===== src/logic/area_decode_regs.svh =====
`ifndef AREA_DECODE_REGS_SVH
`define AREA_DECODE_REGS_SVH

// Address field that picks the area; bits above it are shadow copies.
`define AREA_FIELD_HI    28
`define AREA_FIELD_LO    26
`define AREA_CODE_2      3'h2
`define AREA_CODE_3      3'h3
`define AREA_CODE_4      3'h4
`define AREA_CODE_5      3'h5
`define AREA_CODE_6      3'h6
// Splits a card area into memory space (low half) and I/O space (high half); area 5 maps the low half only.
`define CARD_IO_BIT      25

// Software wait table for three-bit wait fields, index 7 first.
`define WAIT_TABLE       {4'hA, 4'h8, 4'h6, 4'h4, 4'h3, 4'h2, 4'h1, 4'h0}
// Burst pitch limits in cycles and number of extra beats in one burst.
`define PITCH_MIN        4'h2
`define PITCH_MAX        4'hA
`define BURST_EXTRA      2'h3
// Longest column phase in cycles, and base shift of the row address.
`define COL_MAX          4'h3
`define ROW_SHIFT_BASE   5'h08

`endif


===== src/logic/area_decode_pkg.sv =====
`default_nettype none
package area_decode_pkg;

  typedef enum logic [2:0] {
    K_NORMAL = 3'h0, K_BURST = 3'h1, K_CARD = 3'h2,
    K_DRAM   = 3'h3, K_PSRAM = 3'h4, K_SDRAM = 3'h5
  } kind_t;

  typedef enum logic [1:0] {SZ_BYTE = 2'h0, SZ_WORD = 2'h1, SZ_LONG = 2'h2} size_t;

  // Field encoding of every width field: 01 byte, 10 word, 11 and 00 longword.
  typedef enum logic [1:0] {W_LONG0 = 2'h0, W_BYTE = 2'h1, W_WORD = 2'h2, W_LONG = 2'h3} width_t;

  typedef enum logic [3:0] {
    S_IDLE = 4'h0, S_SETUP = 4'h1, S_T1 = 4'h2, S_TW = 4'h3, S_T2 = 4'h4,
    S_PITCH = 4'h5, S_HOLD = 4'h6, S_ROW = 4'h7, S_RCD = 4'h8, S_COL = 4'h9
  } state_t;

  // Memory type per area: area2 uses 0 normal 1 DRAM 2 SDRAM,
  // area3 0 normal 1 DRAM 2 pseudo-SRAM 3 SDRAM, areas 5 and 6 0 normal 1 burst ROM 2 card.
  typedef struct packed {
    logic [1:0] area2_type;
    logic [1:0] area3_type;
    logic [1:0] area5_type;
    logic [1:0] area6_type;
    width_t     area3_width_field;
    width_t     area4_width_field;
    width_t     area5_width_field;
    width_t     area6_width_field;
    logic       dram_width_bit;
    logic [1:0] area3_wait_field;
    logic [2:0] area4_wait_field;
    logic [2:0] area5_wait_field;
    logic [2:0] area6_wait_field;
    logic [1:0] area5_setup_ext;
    logic [1:0] area5_hold_ext;
    logic [1:0] area6_setup_ext;
    logic [1:0] area6_hold_ext;
    logic [1:0] mem_rcd;
    logic [1:0] mem_amx;
    logic [1:0] dram_b_rcd;
    logic [1:0] dram_b_amx;
  } cfg_t;

  typedef struct packed {
    logic       area2_select_n;
    logic       area3_select_n;
    logic       area4_select_n;
    logic       area5_select_n;
    logic       area6_select_n;
    logic       read_n;
    logic [3:0] byte_write_strobes_n;
    logic       row_strobe_n;
    logic       col_strobe_n;
    logic       read_write_n;
    logic       col_strobe_top_byte_n;
    logic       col_strobe_third_byte_n;
    logic       row_strobe_second_n;
    logic       col_strobe_b_high_n;
    logic       col_strobe_b_low_n;
    logic       byte_mask_3;
    logic       byte_mask_2;
    logic       byte_mask_1;
    logic       byte_mask_0;
    logic       out_enable_refresh_n;
    logic       card_a_enable_low_n;
    logic       card_a_enable_high_n;
    logic       card_b_enable_low_n;
    logic       card_b_enable_high_n;
    logic       card_io_read_n;
    logic       card_io_write_n;
  } strobe_t;

  typedef struct packed {
    state_t      state;
    logic [3:0]  cnt;
    logic [3:0]  waits;
    logic [1:0]  hold;
    logic [1:0]  beats;
    logic [2:0]  area;
    kind_t       kind;
    logic        write;
    logic [3:0]  lanes;
    logic [31:0] addr;
    logic        honour_wait;
    logic        io;
    logic [1:0]  rcd;
    logic [1:0]  amx;
    width_t      width;
    logic [25:0] addr_out;
    strobe_t     st;
    logic        wait_meta;
    logic        wait_sync;
    logic        unmapped;
  } core_t;

endpackage
`default_nettype wire


===== src/logic/area_decode.sv =====
// Notes on behaviour
// - Address bits 28:26 = 011 select area 3.
// - Code 100 selects area 4, normal memory only.
// - Code 101 selects area 5, shadowed.
// - Code 110 selects area 6, shadowed.
// - Area 3 normal width from its width field.
// - Area 3 DRAM types: word/longword from width bit.
// - Area 3 select asserts for every type.
// - Area 3 normal: read, byte writes, 0-3 waits.
// - External wait honoured for normal, burst ROM and card; not DRAM types.
// - Area 3 SDRAM: row, column, R/W, masks.
// - Pseudo-SRAM: enable, output-enable/refresh, byte writes.
// - Area 3 timing and muxing from memory control.
// - Area 2 SDRAM timing from memory control.
// - Area 2 DRAM: second strobes, B-control timing.
// - Area 4 width field, waits 0-10.
// - Area 5 card maps lower 32 Mbytes only.
// - Areas 5/6 normal/burst: byte, word, longword.
// - Areas 5/6 card: byte or word only.
// - Area 5 select, or card A strobes.
// - Area 5 waits 0-10 plus external wait.
// - Burst beats spaced 2 to 10 cycles.
// - Card setup and hold extension per fields.
// - Area 6 card: memory low, I/O high.
// - Area 6 select, or card B strobes.
// - External wait sampled only leaving last wait.
// - No-wait normal access takes two cycles.
`timescale 1ns/1ns
`default_nettype none
`include "area_decode_regs.svh"

module area_decode (
  // Clock and reset.
  input  wire logic                     REF_CLK,
  input  wire logic                     RESET,
  // Access request from the core.
  input  wire logic                     REQ_VALID,
  input  wire logic [31:0]              REQ_ADDR,
  input  wire logic                     REQ_WRITE,
  input  wire area_decode_pkg::size_t   REQ_SIZE,
  input  wire logic                     REQ_BURST,
  output logic                          REQ_READY,
  output logic                          REQ_ACK,
  output logic                          REQ_UNMAPPED,
  // Configuration fields.
  input  wire area_decode_pkg::cfg_t    CFG,
  // External wait pin, active low, asynchronous.
  input  wire logic                     WAIT_N,
  // Memory side.
  output area_decode_pkg::strobe_t      STROBES,
  output logic [25:0]                   ADDR_OUT,
  output area_decode_pkg::width_t       BUS_WIDTH
);

  area_decode_pkg::core_t q;
  area_decode_pkg::core_t d;

  // Three-bit wait code to cycles, 0 to 10.
  function automatic logic [3:0] wait_cycles(input logic [2:0] code);
    logic [31:0] table_v;
    table_v = `WAIT_TABLE;
    wait_cycles = table_v[code*4 +: 4];
  endfunction

  // Byte lanes touched by an access, little endian.
  function automatic logic [3:0] lanes_of(input area_decode_pkg::size_t sz, input logic [1:0] a);
    lanes_of = 4'hF;
    if (sz == area_decode_pkg::SZ_BYTE) begin
      lanes_of = 4'h1 << a;
    end else if (sz == area_decode_pkg::SZ_WORD) begin
      lanes_of = a[1] ? 4'hC : 4'h3;
    end
  endfunction

  // Card interfaces cannot run longword, so clamp such a field to word.
  function automatic area_decode_pkg::width_t card_width(input area_decode_pkg::width_t w);
    card_width = (w == area_decode_pkg::W_BYTE) ? area_decode_pkg::W_BYTE : area_decode_pkg::W_WORD;
  endfunction

  // Burst pitch follows the wait count, held inside its limits.
  function automatic logic [3:0] pitch_of(input logic [3:0] w);
    logic [4:0] p;
    p = {1'b0, w} + {1'b0, `PITCH_MIN};
    pitch_of = (p > {1'b0, `PITCH_MAX}) ? `PITCH_MAX : p[3:0];
  endfunction

  // Row address on pins A15..A1, shifted by the column width.
  function automatic logic [25:0] row_mux(input logic [31:0] a, input logic [1:0] amx);
    logic [31:0] r;
    r = a >> (`ROW_SHIFT_BASE + {3'h0, amx});
    row_mux = {a[25:16], r[15:1], 1'b0};
  endfunction

  // Negated strobe set shown between accesses.
  function automatic area_decode_pkg::strobe_t idle_strobes();
    idle_strobes = '1;
  endfunction

  // Next-state logic: decode, sequencing and strobe generation.
  always_comb begin
    d = q;
    d.wait_meta = ~WAIT_N;
    d.wait_sync = q.wait_meta;
    d.unmapped = 1'b0;
    unique case (q.state)
      area_decode_pkg::S_IDLE: begin
        if (REQ_VALID) begin
          d.addr = REQ_ADDR;
          d.write = REQ_WRITE;
          d.lanes = lanes_of(REQ_SIZE, REQ_ADDR[1:0]);
          d.area = REQ_ADDR[`AREA_FIELD_HI:`AREA_FIELD_LO];
          d.kind = area_decode_pkg::K_NORMAL;
          d.waits = 4'h0;
          d.hold = 2'h0;
          d.beats = 2'h0;
          d.io = REQ_ADDR[`CARD_IO_BIT];
          d.rcd = CFG.mem_rcd;
          d.amx = CFG.mem_amx;
          d.width = area_decode_pkg::W_LONG;
          d.cnt = 4'h0;
          d.state = area_decode_pkg::S_T1;
          unique case (d.area)
            `AREA_CODE_2: begin
              if (CFG.area2_type == 2'h1) begin
                d.kind = area_decode_pkg::K_DRAM;
                d.rcd = CFG.dram_b_rcd;
                d.amx = CFG.dram_b_amx;
                d.width = area_decode_pkg::W_WORD;
              end else if (CFG.area2_type == 2'h2) begin
                d.kind = area_decode_pkg::K_SDRAM;
                d.width = CFG.dram_width_bit ? area_decode_pkg::W_LONG : area_decode_pkg::W_WORD;
              end
            end
            `AREA_CODE_3: begin
              d.kind = (CFG.area3_type == 2'h1) ? area_decode_pkg::K_DRAM :
                       (CFG.area3_type == 2'h2) ? area_decode_pkg::K_PSRAM :
                       (CFG.area3_type == 2'h3) ? area_decode_pkg::K_SDRAM : area_decode_pkg::K_NORMAL;
              d.waits = {2'h0, CFG.area3_wait_field};
              if (d.kind == area_decode_pkg::K_NORMAL) begin
                d.width = CFG.area3_width_field;
              end else begin
                d.width = CFG.dram_width_bit ? area_decode_pkg::W_LONG : area_decode_pkg::W_WORD;
              end
            end
            `AREA_CODE_4: begin
              d.width = CFG.area4_width_field;
              d.waits = wait_cycles(CFG.area4_wait_field);
            end
            `AREA_CODE_5, `AREA_CODE_6: begin
              d.kind = (((d.area == `AREA_CODE_5) ? CFG.area5_type : CFG.area6_type) == 2'h2) ?
                       area_decode_pkg::K_CARD :
                       (((d.area == `AREA_CODE_5) ? CFG.area5_type : CFG.area6_type) == 2'h1) ?
                       area_decode_pkg::K_BURST : area_decode_pkg::K_NORMAL;
              d.width = (d.area == `AREA_CODE_5) ? CFG.area5_width_field : CFG.area6_width_field;
              d.waits = wait_cycles((d.area == `AREA_CODE_5) ? CFG.area5_wait_field
                                                             : CFG.area6_wait_field);
              if (d.kind == area_decode_pkg::K_CARD) begin
                d.width = card_width(d.width);
                d.cnt = 4'h1 + {2'h0, (d.area == `AREA_CODE_5) ? CFG.area5_setup_ext
                                                               : CFG.area6_setup_ext};
                d.hold = (d.area == `AREA_CODE_5) ? CFG.area5_hold_ext : CFG.area6_hold_ext;
                d.state = area_decode_pkg::S_SETUP;
                if (d.area == `AREA_CODE_5 && d.io) begin
                  d.state = area_decode_pkg::S_IDLE;
                  d.unmapped = 1'b1;
                end
              end
              if (d.kind == area_decode_pkg::K_BURST && REQ_BURST) begin
                d.beats = `BURST_EXTRA;
              end
            end
            default: begin
              d.state = area_decode_pkg::S_IDLE;
              d.unmapped = 1'b1;
            end
          endcase
          d.honour_wait = (d.kind == area_decode_pkg::K_NORMAL) || (d.kind == area_decode_pkg::K_BURST) ||
                          (d.kind == area_decode_pkg::K_CARD);
          if (d.kind == area_decode_pkg::K_DRAM || d.kind == area_decode_pkg::K_PSRAM ||
              d.kind == area_decode_pkg::K_SDRAM) begin
            d.state = area_decode_pkg::S_ROW;
          end
        end
      end
      area_decode_pkg::S_SETUP: begin
        d.cnt = q.cnt - 4'h1;
        if (q.cnt == 4'h1) begin
          d.state = area_decode_pkg::S_T1;
        end
      end
      area_decode_pkg::S_T1: begin
        d.cnt = q.waits;
        d.state = (q.waits != 4'h0) ? area_decode_pkg::S_TW : area_decode_pkg::S_T2;
      end
      area_decode_pkg::S_TW: begin
        if (q.cnt != 4'h1) begin
          d.cnt = q.cnt - 4'h1;
        end else if (!(q.honour_wait && q.wait_sync)) begin
          d.state = area_decode_pkg::S_T2;
        end
      end
      area_decode_pkg::S_T2: begin
        if (q.beats != 2'h0) begin
          d.beats = q.beats - 2'h1;
          d.cnt = pitch_of(q.waits) - 4'h1;
          d.state = area_decode_pkg::S_PITCH;
        end else if (q.kind == area_decode_pkg::K_CARD) begin
          d.cnt = 4'h1 + {2'h0, q.hold};
          d.state = area_decode_pkg::S_HOLD;
        end else begin
          d.state = area_decode_pkg::S_IDLE;
        end
      end
      area_decode_pkg::S_PITCH: begin
        d.cnt = q.cnt - 4'h1;
        if (q.cnt == 4'h1) begin
          d.state = area_decode_pkg::S_T2;
        end
      end
      area_decode_pkg::S_HOLD: begin
        d.cnt = q.cnt - 4'h1;
        if (q.cnt == 4'h1) begin
          d.state = area_decode_pkg::S_IDLE;
        end
      end
      area_decode_pkg::S_ROW: begin
        d.cnt = (q.rcd != 2'h0) ? {2'h0, q.rcd} : 4'h1 + ((q.waits > `COL_MAX - 4'h1) ? `COL_MAX - 4'h1 : q.waits);
        d.state = (q.rcd != 2'h0) ? area_decode_pkg::S_RCD : area_decode_pkg::S_COL;
      end
      area_decode_pkg::S_RCD: begin
        d.cnt = q.cnt - 4'h1;
        if (q.cnt == 4'h1) begin
          d.cnt = 4'h1 + ((q.waits > `COL_MAX - 4'h1) ? `COL_MAX - 4'h1 : q.waits);
          d.state = area_decode_pkg::S_COL;
        end
      end
      area_decode_pkg::S_COL: begin
        d.cnt = q.cnt - 4'h1;
        if (q.cnt == 4'h1) begin
          d.state = area_decode_pkg::S_IDLE;
        end
      end
      default: begin
        d.state = area_decode_pkg::S_IDLE;
      end
    endcase

    // Strobes follow the next state so that they leave flip-flops.
    d.st = idle_strobes();
    d.addr_out = d.addr[25:0];
    if (d.state != area_decode_pkg::S_IDLE) begin
      unique case (d.kind)
        area_decode_pkg::K_NORMAL, area_decode_pkg::K_BURST, area_decode_pkg::K_CARD: begin
          if (d.state == area_decode_pkg::S_T1 || d.state == area_decode_pkg::S_TW ||
              d.state == area_decode_pkg::S_T2 || d.state == area_decode_pkg::S_PITCH) begin
            if (d.kind != area_decode_pkg::K_CARD) begin
              d.st.read_n = d.write;
              d.st.byte_write_strobes_n = ~(d.lanes & {4{d.write}});
            end else if (d.area == `AREA_CODE_6 && d.io) begin
              d.st.card_io_read_n = d.write;
              d.st.card_io_write_n = ~d.write;
            end else begin
              d.st.read_n = d.write;
              d.st.byte_write_strobes_n[1] = ~d.write;
            end
          end
        end
        area_decode_pkg::K_DRAM: begin
          if (d.area == `AREA_CODE_2) begin
            d.st.row_strobe_second_n = 1'b0;
            d.st.col_strobe_b_high_n = ~((d.state == area_decode_pkg::S_COL) & d.lanes[1]);
            d.st.col_strobe_b_low_n = ~((d.state == area_decode_pkg::S_COL) & d.lanes[0]);
          end else begin
            d.st.row_strobe_n = 1'b0;
            d.st.col_strobe_top_byte_n = ~((d.state == area_decode_pkg::S_COL) & d.lanes[3]);
            d.st.col_strobe_third_byte_n = ~((d.state == area_decode_pkg::S_COL) & d.lanes[2]);
          end
          d.st.read_write_n = ~d.write;
        end
        area_decode_pkg::K_SDRAM: begin
          d.st.row_strobe_n = ~(d.state == area_decode_pkg::S_ROW);
          d.st.col_strobe_n = ~(d.state == area_decode_pkg::S_COL);
          d.st.read_write_n = ~d.write;
          {d.st.byte_mask_3, d.st.byte_mask_2, d.st.byte_mask_1, d.st.byte_mask_0} = ~d.lanes;
        end
        area_decode_pkg::K_PSRAM: begin
          d.st.out_enable_refresh_n = ~((d.state == area_decode_pkg::S_COL) & ~d.write);
          d.st.byte_write_strobes_n = ~(d.lanes & {4{(d.state == area_decode_pkg::S_COL) & d.write}});
        end
        default: begin
          d.st = idle_strobes();
        end
      endcase
      if (d.state == area_decode_pkg::S_ROW || d.state == area_decode_pkg::S_RCD) begin
        d.addr_out = row_mux(d.addr, d.amx);
      end
      // One area select per access; card areas drive card enables instead.
      d.st.area2_select_n = ~(d.area == `AREA_CODE_2);
      d.st.area3_select_n = ~(d.area == `AREA_CODE_3);
      d.st.area4_select_n = ~(d.area == `AREA_CODE_4);
      d.st.area5_select_n = ~(d.area == `AREA_CODE_5 && d.kind != area_decode_pkg::K_CARD);
      d.st.area6_select_n = ~(d.area == `AREA_CODE_6 && d.kind != area_decode_pkg::K_CARD);
      if (d.kind == area_decode_pkg::K_CARD && d.area == `AREA_CODE_5) begin
        d.st.card_a_enable_low_n = ~(d.lanes[0] | d.lanes[2]);
        d.st.card_a_enable_high_n = ~(d.lanes[1] | d.lanes[3]);
      end
      if (d.kind == area_decode_pkg::K_CARD && d.area == `AREA_CODE_6) begin
        d.st.card_b_enable_low_n = ~(d.lanes[0] | d.lanes[2]);
        d.st.card_b_enable_high_n = ~(d.lanes[1] | d.lanes[3]);
      end
    end
  end

  // All state registers here, with a synchronous reset.
  always_ff @(posedge REF_CLK) begin
    if (RESET) begin
      q <= '0;
      q.st <= '1;
      q.width <= area_decode_pkg::W_LONG;
    end else begin
      q <= d;
    end
  end

  // Handshake outputs are decoded from the state; data outputs are registered.
  assign REQ_READY = (q.state == area_decode_pkg::S_IDLE);
  assign REQ_ACK = (q.state == area_decode_pkg::S_T2 && q.kind != area_decode_pkg::K_CARD) ||
                   (q.state == area_decode_pkg::S_HOLD && q.cnt == 4'h1) ||
                   (q.state == area_decode_pkg::S_COL && q.cnt == 4'h1);
  assign REQ_UNMAPPED = q.unmapped;
  assign STROBES = q.st;
  assign ADDR_OUT = q.addr_out;
  assign BUS_WIDTH = q.width;

  // Checks on the decode and the cycle sequence.
  logic [4:0] sel_count;
  assign sel_count = 5'(!q.st.area2_select_n) + 5'(!q.st.area3_select_n) + 5'(!q.st.area4_select_n) +
                     5'(!q.st.area5_select_n) + 5'(!q.st.area6_select_n);

  chk_one_select: assert property (@(posedge REF_CLK) disable iff (RESET)
    sel_count <= 5'h1) else $error("More than one area select active.");
  chk_area3_decode: assert property (@(posedge REF_CLK) disable iff (RESET)
    REQ_READY && REQ_VALID && REQ_ADDR[28:26] == 3'h3 |=> !STROBES.area3_select_n)
    else $error("Area 3 access without area 3 select.");
  chk_area4_decode: assert property (@(posedge REF_CLK) disable iff (RESET)
    REQ_READY && REQ_VALID && REQ_ADDR[28:26] == 3'h4 |=>
    !STROBES.area4_select_n && BUS_WIDTH == $past(CFG.area4_width_field))
    else $error("Area 4 access decoded wrongly.");
  chk_nowait_two: assert property (@(posedge REF_CLK) disable iff (RESET)
    REQ_READY && REQ_VALID && REQ_ADDR[28:26] == 3'h4 && CFG.area4_wait_field == 3'h0 |=> ##1 REQ_ACK)
    else $error("No-wait access did not end in two cycles.");
  chk_wait_stretch: assert property (@(posedge REF_CLK) disable iff (RESET)
    q.state == area_decode_pkg::S_TW && q.cnt == 4'h1 && q.honour_wait && q.wait_sync |=> q.state == area_decode_pkg::S_TW)
    else $error("External wait not honoured at the last wait cycle.");
  chk_dram_no_wait: assert property (@(posedge REF_CLK) disable iff (RESET)
    q.kind == area_decode_pkg::K_DRAM || q.kind == area_decode_pkg::K_SDRAM |-> !q.honour_wait || REQ_READY)
    else $error("External wait enabled for a DRAM type.");
  chk_card_width: assert property (@(posedge REF_CLK) disable iff (RESET)
    q.kind == area_decode_pkg::K_CARD && !REQ_READY |-> BUS_WIDTH != area_decode_pkg::W_LONG)
    else $error("Card interface running longword.");
  chk_card5_low: assert property (@(posedge REF_CLK) disable iff (RESET)
    !STROBES.card_a_enable_low_n || !STROBES.card_a_enable_high_n |-> !q.addr[25])
    else $error("Area 5 card enable in the upper half.");
  chk_burst_pitch: assert property (@(posedge REF_CLK) disable iff (RESET)
    q.state == area_decode_pkg::S_T2 && q.beats != 2'h0 |-> ##[2:10] q.state == area_decode_pkg::S_T2)
    else $error("Burst pitch outside 2 to 10 cycles.");
  chk_sdram_masks: assert property (@(posedge REF_CLK) disable iff (RESET)
    q.kind == area_decode_pkg::K_SDRAM && q.state == area_decode_pkg::S_COL |->
    !STROBES.col_strobe_n && STROBES.byte_mask_0 == !q.lanes[0]) else $error("SDRAM column strobes wrong.");
  cov_wait_ext: cover property (@(posedge REF_CLK) q.state == area_decode_pkg::S_TW && q.wait_sync);
  cov_card_hold: cover property (@(posedge REF_CLK) q.state == area_decode_pkg::S_HOLD);
  cov_dram_col: cover property (@(posedge REF_CLK) q.state == area_decode_pkg::S_COL && q.kind == area_decode_pkg::K_DRAM);
  cov_burst_pitch: cover property (@(posedge REF_CLK) q.state == area_decode_pkg::S_PITCH);

endmodule

`default_nettype wire


===== config.mk =====
export PLATFORM = sky130hd
export DESIGN_NAME = area_decode
export DESIGN_NICKNAME = d
export VERILOG_FILES = /design/src/logic/area_decode_pkg.sv /design/src/logic/area_decode.sv
export VERILOG_INCLUDE_DIRS = /design/src /design/src/logic
export SDC_FILE = /design/constraint.sdc
export NUM_CORES = 1
export LEC_CHECK = 0
export BUFFER_PORTS_ARGS = -buffer_cell sky130_fd_sc_hd__buf_2
export CAP_MARGIN = 40
export CELL_PAD_IN_SITES_DETAIL_PLACEMENT = 1
export CELL_PAD_IN_SITES_GLOBAL_PLACEMENT = 1
export CORE_MARGIN = 5
export CORE_UTILIZATION = 40
export DETAILED_ROUTE_END_ITERATION = 8
export GPL_TIMING_DRIVEN = 0
export MAX_ROUTING_LAYER = met4
export PLACE_DENSITY_LB_ADDON = 0.1
export SLEW_MARGIN = 15
export SYNTH_ARGS = -nofsm -noshare
export SYNTH_HDL_FRONTEND = slang
export SYNTH_SLANG_ARGS = --single-unit

===== constraint.sdc =====
create_clock -name REF_CLK -period 2.7 [get_ports REF_CLK]
set_input_delay 0 -clock REF_CLK [delete_from_list [all_inputs] [get_ports REF_CLK]]
set_output_delay 0 -clock REF_CLK [all_outputs]
set_load 0.01 [all_outputs]

==> summary.txt <==
Power and ir drop
  – Worst vdd rail ir drop: 0.3372 mV
  – Pwr Density: 648.6 nW/um2
  – Final Power: 5.297 mW
  – Leakage: 3.435 nW

Timing
  – Count of final setup violators: 0
  – Final Hold Violating Endpoints: 1
  – Setup ws final: 0.07044 ns
  – Final period utilization: 0.9739
  – Setup_tns: 0 ns
  – Slew Limit Fails: 0
  – Fmax: 380.3 MHz
  – Hold slack: -0.03537 ns
  – Tightest Pin Transition: 0.8307 ns
  – Clk_skew: 0.01018 ns
  – Setup repair after global routing missed its margin: true
  – Fin crit period: 2.630 ns
  – Relative slew slack: 0.4462

Detailed routing
  – 1st-iter DRT viols: 438
  – Routed wire length: 22810 um
  – Vias: 6273
  – DRT antenna net count: 0
  – DR top layer: met4
  – Router iterations before antenna repair: 5
  – Met3 wire length: 1081 um
  – Vias per inst: 5.431
  – Metal2 WL: 10780 um
  – WL met1: 10520 um
  – Drt wl/cell: 19.74 um
  – DRC Markers: 0

Synthesis
  – Sequential share of the synthesized area: 0.3468
  – Post-synth ARST share: 0
  – EDFF count, synth: 0
  – Synth Flop Type: dfxtp_1
  – YS warnings: 0
  – Post-synthesis cell area: 6350 um2
  – Mapped Avg Cell Area: 8.422 um2
  – Syn nets: 849
  – Flops & latches, synth: 110
  – Synth Instances: 754
  – Distinct cell type count after synthesis: 87

Placed design
  – Detailed placer's ending HPWL: 17310 um
  – GPL Wtd Cong: 0.9121
  – I/O Buffers: 140
  – Dpl cells: 1110
  – Setup WS pre-CTS: -0.3537 ns

Critical path
  – Crit-path leading delay family: compound AO/OA/AOI/OAI gates
  – Critical path peak fanout: 10
  – Setup CP Type: register to register
  – Cell Chain, Critical Path: or4_4 > a211oi_1 > a21boi_4 > nor4_4 > a41oi_4 > clkbuf_4 > nand4_1
  – Startpoint types: register
  – CP peak stage delay: 0.63 ns
  – Worst EP required: 2.90 ns
  – CP Capture Type: register
  – Critical Path AT: 2.83 ns
  – CP bufs+invs: 1
  – Crit-path slowest cell: or4_4

Finish
  – P&R area growth vs syn: 28.61%
  – Nets: 1030
  – Layout cells sized above 1: 0.3227
  – Fill cell count: 1960
  – Antenna fix cells: 0
  – FF/Latch Area: 2207 um2
  – Non-Filler Instances: 1155
  – Most frequent cells in the layout: 152 x buf_2, 108 x dfxtp_1, 101 x nand2_1
  – Most common cell after layout, fill and taps aside: buf_2
  – Area of the multi-input gates: 3669 um2

Hold path
  – Worst Hold Class: input pin to register

Clock network
  – # clock sinks: 110
  – Clk slew on worst S/H paths: 0.08 ns
  – Total CTS buffers: 9
  – Root Driver: clkbuf_16
  – Clock tree buffer depth: 2
  – CTS tree: built
  – Clk_lat worst skew: 0.36 ns
  – H-tree level count: 3

Flow run
  – Max_cap viols: 0

Global route
  – GRT Total Usage: 0.2503
  – First-pass GRT wire length: 35290 um
  – Vias in the first global route: 6494
  – Initial antenna violation count: 0
  – Largest net degree at the start of global routing: 19
  – Global route total overflow: 0

Status
  – Status: finished with violations
  – Failing checks: hold timing

Floorplan
  – Core Box Area: 15710 um2
  – Chip Height: 136.0 um
  – Initial cell density of the core: 0.4041
  – Die area: 18490 um2
  – IO Pins: 144
  – Row Count: 46
  – Die X: 136.0 um
[registers in the layout, summed over array words and instances, names as in the netlist]
register / flops
BUS_WIDTH: 2
d: 1
STROBES: 29
ADDR_OUT: 16
q: 61
REQ_UNMAPPED: 1
[repair_timing]
action,in CTS,in global routing
hold buffers,26,1
hold endpoints to repair,27,1
buffers inserted,2,4
pin swaps,1,4
endpoints found under the setup margin,56,54
gates resized for setup,26,38
[cells in the mapped netlist, types with 6 or more instances]
cell / instances / area, um2
nor2b_1: 25 / 156.4
and2_1: 6 / 37.54
a21oi_1: 47 / 235.2
a211oi_1: 24 / 180.2
clkbuf_1: 25 / 93.84
nand3b_1: 7 / 52.55
buf_2: 18 / 90.09
ha_1: 11 / 137.6
buf_4: 57 / 427.9
mux2i_1: 50 / 500.5
nand3_1: 15 / 75.07
nand2b_1: 12 / 75.07
dfxtp_1: 110 / 2202
nand4_1: 7 / 43.79
o21ai_1: 12 / 60.06
nand2_1: 101 / 379.1
o31ai_1: 6 / 45.04
o21ai_0: 19 / 95.09
inv_1: 15 / 56.30
nor3_1: 8 / 40.04
nor2_1: 51 / 191.4
mux2_2: 8 / 90.09
[worst min-delay path, stage by stage]
cell     delay [ns]
buf_2          0.09
mux2i_2        0.10
nor2_1         0.10
[layer usage]
metal,global-route usage,vias up
met5,-,-
met2,0.4018,194
li1,-,2983
met4,0.06047,0
met1,0.3360,3066
met3,0.03405,30
[through the flow]
stage / utilization / area, um2
3_3_place_gp: 0.4659 / 7321
2_1_floorplan: - / 6350
6_report: 0.5197 / 8167
4_1_cts: 0.5068 / 7963
5_1_grt: 0.5197 / 8167
3_5_place_dp: 0.4659 / 7321
[area by class of cell]
class | instances | share of cell area
multi-input combinational | 523 | 0.4492
sequential | 110 | 0.2703
timing repair buffer | 173 | 0.1259
buffer | 101 | 0.07982
tap | 216 | 0.03309
clock buffer | 10 | 0.02804
inverter | 17 | 0.008120
clock inverter | 5 | 0.005516
[worst paths after layout]
path / slack, ns / startpoint / endpoint / cells after the start
max: 0.07 / q[124] / STROBES[21] / 7
min: -0.04 / REQ_ADDR[14] / q[80] / 3
max reg2reg: 0.07 / q[124] / STROBES[21] / 7
min reg2reg: 0.47 / q[74] / q[74] / 2
[power by group]
| group | leakage [nW] | switching (mW) | internal, mW | total (mW) |
|---|---|---|---|---|
| Sequential | 0.901 | 0.119 | 1.79 | 1.91 |
| Clock | 0.131 | 0.630 | 0.634 | 1.26 |
| Combinational | 2.40 | 1.24 | 0.879 | 2.12 |
[cell families after synthesis]
group	after synthesis	share of synthesized area
flops	110	0.3468
xor+xnor	7	0.01084
mux	64	0.1040
compound gates	172	0.1884
buf+inv	121	0.1100
simple gates	269	0.2183
fa+ha+maj	11	0.02167
No activity file was read; power rests on OpenSTA's default activity.
